==> src/rtl/event_counter_pkg.sv <==
package event_counter_pkg;

	localparam int unsigned CNT_W       = 16;
	localparam logic [15:0] CNT_ZERO    = 16'h0000;
	localparam logic [15:0] CNT_ONES    = 16'hFFFF;
	localparam logic [15:0] CNT_STEP    = 16'h0001;
	localparam logic [15:0] RELOAD_RST  = 16'h0000;
	localparam logic [1:0]  MODE_TIMER  = 2'h0;
	localparam logic [1:0]  MODE_EVENT  = 2'h1;
	localparam int unsigned FIRST_2PH   = 2;
	localparam int unsigned SYNC_FILL   = 3;

	typedef enum logic [1:0] {
		SRC_PIN,
		SRC_B_GROUP_TIMER_TWO,
		SRC_NEIGHBOUR_A_GROUP_TIMER
	} count_src_t;

	// Mode register bits 0 and 1 plus the event counter controls
	typedef struct packed {
		logic [1:0] mode;
		logic       count_start;
		logic       free_run;
		logic       two_phase;
		logic       edge_falling;
		count_src_t src;
		logic       in_pin_is_source;
		logic       dir_from_pin;
		logic       dir_up;
		logic       pulse_out_en;
	} ctrl_t;

	typedef struct packed {
		logic        en;
		logic [15:0] data;
	} timer_wr_t;

	typedef struct packed {
		logic s1;
		logic s2;
		logic prev;
		logic [SYNC_FILL-1:0] live;
	} sync_state_t;

endpackage : event_counter_pkg

==> src/rtl/event_counter_timer.sv <==
// Function
// Counter steps on external pin events or internal timer overflows.
// Channels zero and one count single-phase only, never two-phase.
// Channels two to four count single-phase or two-phase signals.
// Active edge of the event input pin is software selectable.
// Count source may be B-group timer two or neighbour overflow.
// Single-phase direction from software bit or direction pin level.
// Without free-run, overflow or underflow loads the reload value.
// Wrap period is FFFF minus n plus one up, n plus one down.
// Counting runs while count start is 1, halts while 0.
// Interrupt request on every overflow or underflow.
// Event input pin is a port pin or the count source input.
// Event output pin is port pin, pulse output or direction input.
// Reading the timer returns the current counter value.
// Write while stopped loads both reload register and counter.
// Write while counting loads reload only, counter at next reload.
// Free-run wraps on overflow or underflow without reloading.
// Pulse output toggles the output pin on every wrap.
// Two-phase mode takes pulses on both event pins.
// Two-phase direction comes from the phase of the two signals.
// Two-phase: rise counts up, fall counts down, output pin high.
// Counter and reload register are sixteen bits wide.
// Mode register bits 0 and 1 select the operating mode.
// Overflow and underflow are each a single-cycle event.
// Pin inputs pass two flip-flops before edge detection.
`timescale 1ns/1ns
module event_counter_timer #(
	parameter int unsigned CHANNEL = 2
) (
	input  wire logic                      i_clk,
	input  wire logic                      i_nrst,
	input  event_counter_pkg::ctrl_t       i_ctrl,
	input  event_counter_pkg::timer_wr_t   i_timer_wr,
	input  wire logic                      i_event_input_pin,
	input  wire logic                      i_event_output_pin,
	input  wire logic                      i_b_group_timer_two_ovf,
	input  wire logic                      i_neighbour_a_group_timer_ovf,
	output logic [15:0]                    o_count,
	output logic [15:0]                    o_reload,
	output logic                           o_irq,
	output logic                           o_wrap,
	output logic                           o_event_output_pin,
	output logic                           o_event_output_pin_oe_n
);
	import event_counter_pkg::*;

	localparam bit TWO_PHASE_OK = (CHANNEL >= FIRST_2PH);

	typedef struct packed {
		logic [CNT_W-1:0] counter;
		logic [CNT_W-1:0] reload;
		logic             out_level;
		logic             irq;
		logic             wrap;
	} state_t;

	state_t st_reg;
	state_t st_next;

	logic in_level;
	logic in_rise;
	logic in_fall;
	logic out_level_in;
	logic out_rise;
	logic out_fall;
	logic counting;
	logic tp_active;
	logic pin_edge;
	logic src_event;
	logic dir_up;
	logic step_up;
	logic step_dn;
	logic ovf;
	logic unf;
	logic wrap;
	logic drive_out;

	// ------------------------------------------------------------
	// Pin synchronisers
	// ------------------------------------------------------------
	pin_edge_sync u_in_sync (
		.i_clk   (i_clk),
		.i_nrst  (i_nrst),
		.i_pin   (i_event_input_pin),
		.o_level (in_level),
		.o_rise  (in_rise),
		.o_fall  (in_fall)
	);

	pin_edge_sync u_out_sync (
		.i_clk   (i_clk),
		.i_nrst  (i_nrst),
		.i_pin   (i_event_output_pin),
		.o_level (out_level_in),
		.o_rise  (out_rise),
		.o_fall  (out_fall)
	);

	// ------------------------------------------------------------
	// Count event selection
	// ------------------------------------------------------------
	assign counting  = (i_ctrl.mode == MODE_EVENT) &&
	                   i_ctrl.count_start;
	assign tp_active = TWO_PHASE_OK && i_ctrl.two_phase;
	assign pin_edge  = i_ctrl.edge_falling ? in_fall : in_rise;

	always_comb begin
		unique case (i_ctrl.src)
			SRC_PIN:
				src_event = i_ctrl.in_pin_is_source && pin_edge;
			SRC_B_GROUP_TIMER_TWO:
				src_event = i_b_group_timer_two_ovf;
			SRC_NEIGHBOUR_A_GROUP_TIMER:
				src_event = i_neighbour_a_group_timer_ovf;
			default:
				src_event = 1'b0;
		endcase
	end

	// Direction pin high counts up
	assign dir_up = i_ctrl.dir_from_pin ? out_level_in
	                                    : i_ctrl.dir_up;

	always_comb begin
		if (tp_active) begin
			// Phase of the two pins sets the direction
			step_up = counting && in_rise && out_level_in;
			step_dn = counting && in_fall && out_level_in;
		end else begin
			step_up = counting && src_event && dir_up;
			step_dn = counting && src_event && !dir_up;
		end
	end

	assign ovf  = step_up && (st_reg.counter == CNT_ONES);
	assign unf  = step_dn && (st_reg.counter == CNT_ZERO);
	assign wrap = ovf || unf;

	// ------------------------------------------------------------
	// Counter, reload and pulse output
	// ------------------------------------------------------------
	always_comb begin
		st_next      = st_reg;
		st_next.irq  = wrap;
		st_next.wrap = wrap;
		if (i_timer_wr.en) begin
			st_next.reload = i_timer_wr.data;
			if (!counting) begin
				st_next.counter = i_timer_wr.data;
			end
		end
		if (wrap) begin
			if (i_ctrl.free_run) begin
				st_next.counter = ovf ? CNT_ZERO : CNT_ONES;
			end else begin
				st_next.counter = st_next.reload;
			end
		end else if (step_up) begin
			st_next.counter = st_reg.counter + CNT_STEP;
		end else if (step_dn) begin
			st_next.counter = st_reg.counter - CNT_STEP;
		end
		if (!i_ctrl.pulse_out_en) begin
			st_next.out_level = 1'b0;
		end else if (wrap) begin
			st_next.out_level = ~st_reg.out_level;
		end
	end

	always_ff @(posedge i_clk) begin
		if (!i_nrst) begin
			st_reg <= '{counter: CNT_ZERO, reload: RELOAD_RST,
			            default: 1'b0};
		end else begin
			st_reg <= st_next;
		end
	end

	// Pin is released whenever it serves as an input
	assign drive_out = i_ctrl.pulse_out_en && !i_ctrl.dir_from_pin &&
	                   !tp_active;
	assign o_event_output_pin      = st_reg.out_level;
	assign o_event_output_pin_oe_n = !drive_out;
	assign o_count                 = st_reg.counter;
	assign o_reload                = st_reg.reload;
	assign o_irq                   = st_reg.irq;
	assign o_wrap                  = st_reg.wrap;
endmodule : event_counter_timer

==> src/rtl/pin_edge_sync.sv <==
`timescale 1ns/1ns
module pin_edge_sync (
	input  wire logic i_clk,
	input  wire logic i_nrst,
	input  wire logic i_pin,
	output logic      o_level,
	output logic      o_rise,
	output logic      o_fall
);
	import event_counter_pkg::*;

	sync_state_t st_reg;
	sync_state_t st_next;

	always_comb begin
		st_next      = st_reg;
		st_next.s1   = i_pin;
		st_next.s2   = st_reg.s1;
		st_next.prev = st_reg.s2;
		st_next.live = {st_reg.live[SYNC_FILL-2:0], 1'b1};
	end

	always_ff @(posedge i_clk) begin
		if (!i_nrst) begin
			st_reg <= '0;
		end else begin
			st_reg <= st_next;
		end
	end

	assign o_level = st_reg.s2;
	// No edges until prev holds a real pin sample
	assign o_rise  = st_reg.live[SYNC_FILL-1] & st_reg.s2 & ~st_reg.prev;
	assign o_fall  = st_reg.live[SYNC_FILL-1] & ~st_reg.s2 & st_reg.prev;

endmodule : pin_edge_sync
==> config.mk <==
export PLATFORM = sky130hd
export DESIGN_NAME = event_counter_timer
export DESIGN_NICKNAME = d
export VERILOG_FILES = /design/src/rtl/event_counter_pkg.sv /design/src/rtl/event_counter_timer.sv /design/src/rtl/pin_edge_sync.sv
export SDC_FILE = /design/constraint.sdc
export NUM_CORES = 1
export LEC_CHECK = 0
export ABC_AREA = 1
export BUFFER_PORTS_ARGS = -buffer_cell sky130_fd_sc_hd__clkbuf_2
export CAP_MARGIN = 20
export CORE_UTILIZATION = 30
export CTS_CLUSTER_SIZE = 12
export DETAILED_ROUTE_END_ITERATION = 7
export PLACE_DENSITY = 0.6
export SLEW_MARGIN = 15
export SYNTH_ARGS = -nofsm -noshare
export SYNTH_HDL_FRONTEND = slang
export SYNTH_HIERARCHICAL = 1
export SYNTH_SLANG_ARGS = --single-unit
export TNS_END_PERCENT = 30
==> constraint.sdc <==
create_clock -name i_clk -period 5.4 [get_ports i_clk]
set_input_delay 0.81 -clock i_clk [delete_from_list [all_inputs] [get_ports i_clk]]
set_output_delay 0.81 -clock i_clk [all_outputs]
set_load 0.05 [all_outputs]
==> results.toml, run 1 <==
[status]
status = "complete, no violations"

[route]
ant_nets = 0
post_drt_wl_per_cell_um = 13.01
route.detailed.drc = 0
viasPerCell = 4.849
dr.pass1.iters = 5
wirelength_mm = 9.365
route.vias.total = 3491
drtIter0Drc = 265

[timing]
finalClockSkew_ns = 0.006533
rsz0062_at_grt = "false"
setup_slack_ns = 2.608
worst_pin_slew_ns = 0.7569
max-slew-margin-rel_pct = 49.30
slew_viol_final = 0
final_hold_viol_count = 0
fin_tns_setup_ns = 0
fmax_ghz = 0.3581
period_share_pct = 51.71
post-route-min-period_ns = 2.792
holdWs_ns = 0.4199
finalSetupViolCount = 0

[min_path]
hold_path_class = "register to register"

[finish]
fin_util_pct = 36.44
final_cell_area_sq_um = 3595
syn_to_final_growth_pct = 16.22
nets = 623
num_antenna_cells = 0
drive_gt1_share_pct = 16.18

[pwr]
p_leak_nw = 1.909
p_int_uw = 550.9
seqPwrFrac_pct = 40.6
peakVddDrop_mv = 0.1303
power.switching_uw = 348.4
pwr_density_cell_nw_per_um2 = 250.2
clkPwrFrac_pct = 27.5
p_sw_share_pct = 38.74
pwr-share-comb_pct = 31.9

[placed_design]
dpl_cell_area_sq_um = 3476
dp_hpwl_mm = 7.281
dp_slack_ns = 2.225
gp_congestion = 0.8659
portBuffers = 70

[worst_setup_path]
slowest_stage = "a21oi_2"
startpoint_type = "input pin"
slowest_delay_ns = 0.54
required_ns = 5.64
cp.arrival_ns = 3.03
path_buf_inv = 3
worstPathCellList = "clkbuf_2, nand2_1, nor2_2, nand3_1, a21oi_2, nand2_2, o211ai_4, inv_1, a21oi_1, nand2_1, inv_1"
critPathTopFamily = "compound AO/OA/AOI/OAI gates"
critPathMaxFanout = 31
endpoint_kind = "register"
critPathKind = "input pin to register"

[global_route]
grt_pass1_wl_mm = 15.32
antenna_found_initial = 0
grt_start_max_net_pins = 32
track_usage_pct = 17.35
grt.overflow.total = 0
grt_pass1_vias = 3124

[logic_synthesis]
yosysWarnings = 6
netlist_area_sq_um = 3093
synth_cells = 532
syn_nets = 569
synth_area_per_cell_sq_um = 5.814

[floorplan]
ios = 71
initial_core_util_pct = 31.35
die_w_um = 103.5
die-area_sq_um = 10720
die_h_um = 103.5
coreArea_sq_um = 9864
fp-row-count = 36

[clock_network]
cts_num_sinks = 42
cts_setup_buffers = 0
clock_path_buffers = 2
htree_levels = 2
cts_buffers = 5
ctsHoldBuffers = 0
clkSlewWorstSetupHoldPaths_ns = 0.08
postCtsResizedCells = 0
cts_root_buf = "clkbuf_8"
worstSkewPairLatency_ns = 0.29
cts_tree = "yes"

[flow_run]
cap_violations = 0
-- layout make-up --
cell class,count,area [sq um]
multi-input combinational,403,1883
sequential,42,840.8
inverter,63,236.5
clock buffer,6,72.57
clock inverter,2,37.54
timing repair buffer,71,357.8
fill,1089,6270
tap,133,166.4
-- per-stage QoR --
step                instances  power, mW
global route              720     0.9532
floorplan                 532     0.5831
finish                    720     0.8993
CTS                       720     0.9057
detailed placement        712     0.6552
global placement          712     0.6522
-- power by group through the flow --
stage | clock network (mW) | logic (mW) | registers, mW
detailed placement | 0 | 0.284 | 0.371
global route | 0.267 | 0.317 | 0.368
floorplan | 0 | 0.164 | 0.419
finish | 0.247 | 0.287 | 0.365
global placement | 0 | 0.280 | 0.372
CTS | 0.255 | 0.286 | 0.364
-- worst reg2reg max path, cell delays in order, from the launching register on --
cell and delay, ns:
dfxtp_1 0.38, inv_1 0.15, ha_1 0.20, nand3_1 0.15
nor2_1 0.25, nand3_2 0.17, nor2_1 0.12, nand3_1 0.09
nand2_2 0.38, inv_2 0.21, nand2_1 0.10, nor2_1 0.05
nor2_1 0.09, nor2_1 0.04
-- final timing paths --
kind	startpoint	to	slack, ns	cells past startpoint
worst min-delay path	u_in_sync/st_next[4]	u_in_sync/o_level	0.42	2
worst max register to register	o_count[0]	o_count[8]	2.90	13
worst min register to register	u_in_sync/st_next[4]	u_in_sync/o_level	0.42	2
worst max-delay path	i_ctrl[9]	o_count[0]	2.61	11
-- cells in the final DEF (no fill, tap or decap), types with 2 or more instances in the layout --
cell and instances:
clkbuf_2 70, xor2_1 9, ha_1 2, dfxtp_1 42, a21oi_2 2, nand2_1 166
a21oi_1 28, nand2_2 4, clkbuf_8 5, o21ai_0 22, or2_2 2, clkinv_1 2
nand3_1 61, nand4_1 9, inv_1 59, nor3_1 5, o211ai_1 9, nand3b_1 2
nor2_1 72, inv_2 2
-- per-layer routing --
layer / wire length [um] / vias to the layer above / GRT usage [%]
met5: 0 / - / 0
met4: 94 / 0 / 4.658
met3: 590 / 7 / 2.643
met2: 4187 / 116 / 27.71
met1: 4493 / 1566 / 24.17
li1: - / 1802 / -
Note: power is estimated with default switching activity, not from simulation.
==> run 2: changes to the inputs <==
--- a/config.mk
+++ b/config.mk
@@ -11,7 +11,7 @@
 export CORE_UTILIZATION = 30
 export CTS_CLUSTER_SIZE = 12
 export DETAILED_ROUTE_END_ITERATION = 7
-export PLACE_DENSITY = 0.6
+export PLACE_DENSITY = 0.62
 export SLEW_MARGIN = 15
 export SYNTH_ARGS = -nofsm -noshare
 export SYNTH_HDL_FRONTEND = slang
==> constraint.sdc (replaced) <==
create_clock -name i_clk -period 2.5 [get_ports i_clk]
set_input_delay 0.375 -clock i_clk [delete_from_list [all_inputs] [get_ports i_clk]]
set_output_delay 0.375 -clock i_clk [all_outputs]
set_load 0.05 [all_outputs]
==> run 2 against run 1 <==
Against the previous run: sequential power rose by 110%; register-to-register slack got worse by 2.7 ns; wire length rose by 7.0%; largest cell class unchanged; count of clock-buffer cells in the layout did not move; highest routed layer unchanged; sequential share of layout area fell by 0.65 points; flip-flop and latch count did not move; worst hold slack got worse by 0.17 ns; critical path depth rose by 1; largest power group unchanged.
==> results.toml, run 2 (same netlist as run 1, synthesis figures left out) <==
[flow_run]
cap_violations = 0

[worst_setup_path]
cp_common_cell = "nand2_1"
rr_worst_depth = 12
startpoint_type = "register"
slowest_stage = "dfxtp_1"
slowest_delay_ns = 0.43
path_buf_inv = 1
critPathMaxFanout = 16
required_ns = 2.73
worstPathCellList = "ha_1, nand2_2, nor3_4, nand4_2, nor2_1, nand2_1, nand2_2, buf_4, nor2_1, nand2_1, nand2_1, a21oi_1"
endpoint_kind = "register"
rrSetupSlack_ns = 0.20
cp.arrival_ns = 2.52
critPathTopFamily = "simple AND/OR/NAND/NOR gates"
r2r-end = "o_count[12]"
critPathKind = "register to register"
worstReg2RegStart = "o_count[1]"

[placed_design]
gp_congestion = 0.8774
dp_slack_ns = 0.1724
dp_cells = 727
portBuffers = 70
dp_hpwl_mm = 7.982

[global_route]
grt.met1_usage_pct = 27.48
grt_pass1_vias = 3289
antenna_found_initial = 0
use_met2_pct = 30.35
grt_busiest_layer = "met2"
grt_start_max_net_pins = 24
grt_pass1_wl_mm = 16.66
grt_use_met3_pct = 2.203
track_usage_pct = 19.24
grt.overflow.total = 0

[route]
wirelength_mm = 10.02
dr.pass1.iters = 5
drtIter0Drc = 242
ant_nets = 0
route.detailed.drc = 0
post_drt_wl_per_cell_um = 13.65
viasPerCell = 4.835
route.vias.total = 3549

[min_path]
hold_end = "u_out_sync/st_next[4]"
hp-start = "i_event_output_pin"
hold_path_class = "input pin to register"
min_path_cells = 3

[pwr]
peakVddDrop_mv = 0.2648
power_mw = 1.994
pwr_density_cell_nw_per_um2 = 538.5
p_leak_nw = 1.990

[floorplan]
coreArea_sq_um = 9864
die-area_sq_um = 10720
die_h_um = 103.5
initial_core_util_pct = 31.35
ios = 71
fp-row-count = 36
die_w_um = 103.5

[clock_network]
htree_levels = 2
worstSkewPairLatency_ns = 0.30
clock_path_buffers = 2
cts_num_sinks = 42
cts_buffers = 5
cts_root_buf = "clkbuf_8"
cts_setup_buffers = 0
clkSlewWorstSetupHoldPaths_ns = 0.08
cts_tree = "yes"

[finish]
num_antenna_cells = 0
drive_gt1_share_pct = 18.47
fin_util_pct = 37.53
final_common_cell = "nand2_1"
nets = 638
fin_cells = 734
syn_to_final_growth_pct = 19.70
final_cell_mix = "nand2_1 (166), nor2_1 (72), clkbuf_2 (70)"

[timing]
finalClockSkew_ns = 0.009521
fin_tns_setup_ns = 0
max-slew-margin-rel_pct = 44.80
setup_slack_ns = 0.2012
worst_pin_slew_ns = 0.8255
final_hold_viol_count = 0
slew_viol_final = 0
post-route-min-period_ns = 2.299
rsz0062_at_grt = "false"
fmax_ghz = 0.4350
period_share_pct = 91.95
finalSetupViolCount = 0

[status]
status = "complete, no violations"
[run 2: per-layer routing]
layer  part of all wire [%]  up-vias
li1                       -     1833
met1                     49     1604
met2                     45      101
met3                    4.7       11
met4                    1.4        0
met5                      0        -
[run 2: final cells by class]
| cell class | count | area [sq um] |
|---|---|---|
| fillers | 1106 | 6162 |
| multi-input cells | 403 | 1874 |
| flip-flops and latches | 42 | 842.1 |
| repair buffers | 86 | 470.5 |
| inverters | 63 | 236.5 |
| well taps | 133 | 166.4 |
| clock buffers | 6 | 82.58 |
| clock inverters | 1 | 30.03 |
[run 2: timing repair]
item	4_1_cts	5_1_grt
gates resized for setup	0	1
hold buffers	0	0
setup endpoints to repair	0	14
[run 2: stage by stage]
step                hold slack [ns]  instance area (sq um)
floorplan                    0.3900                   3093
global placement             0.3951                   3588
detailed placement           0.3992                   3588
CTS                          0.2420                   3701
global route                 0.2624                   3702
finish                       0.2514                   3702
[run 2: worst max path at each step]
stage,startpoint,endpoint,cells after the start,slack [ns]
after floorplan,o_count[1],o_count[13],12,0.25
after global placement,o_count[5],o_count[8],11,0.18
after detailed placement,o_count[5],o_count[8],11,0.17
after CTS,o_count[5],o_count[12],11,0.13
after global routing,o_count[1],o_count[12],12,0.0009
final,o_count[1],o_count[12],12,0.20
[run 2: power by group]
part           leakage, nW  total (mW)  internal [mW]  switching [mW]
Combinational         1.59       0.659          0.195           0.464
Clock               0.0573       0.556          0.320           0.236
Sequential           0.347       0.779          0.715          0.0635
Total                 1.99        1.99           1.23           0.764
[run 2: worst register-to-register path: stages (launching register included)]
cell     delay [ns]
dfxtp_1        0.43
ha_1           0.21
nand2_2        0.10
nor3_4         0.39
nand4_2        0.16
nor2_1         0.12
nand2_1        0.08
nand2_2        0.26
buf_4          0.21
nor2_1         0.05
nand2_1        0.06
nand2_1        0.06
a21oi_1        0.12
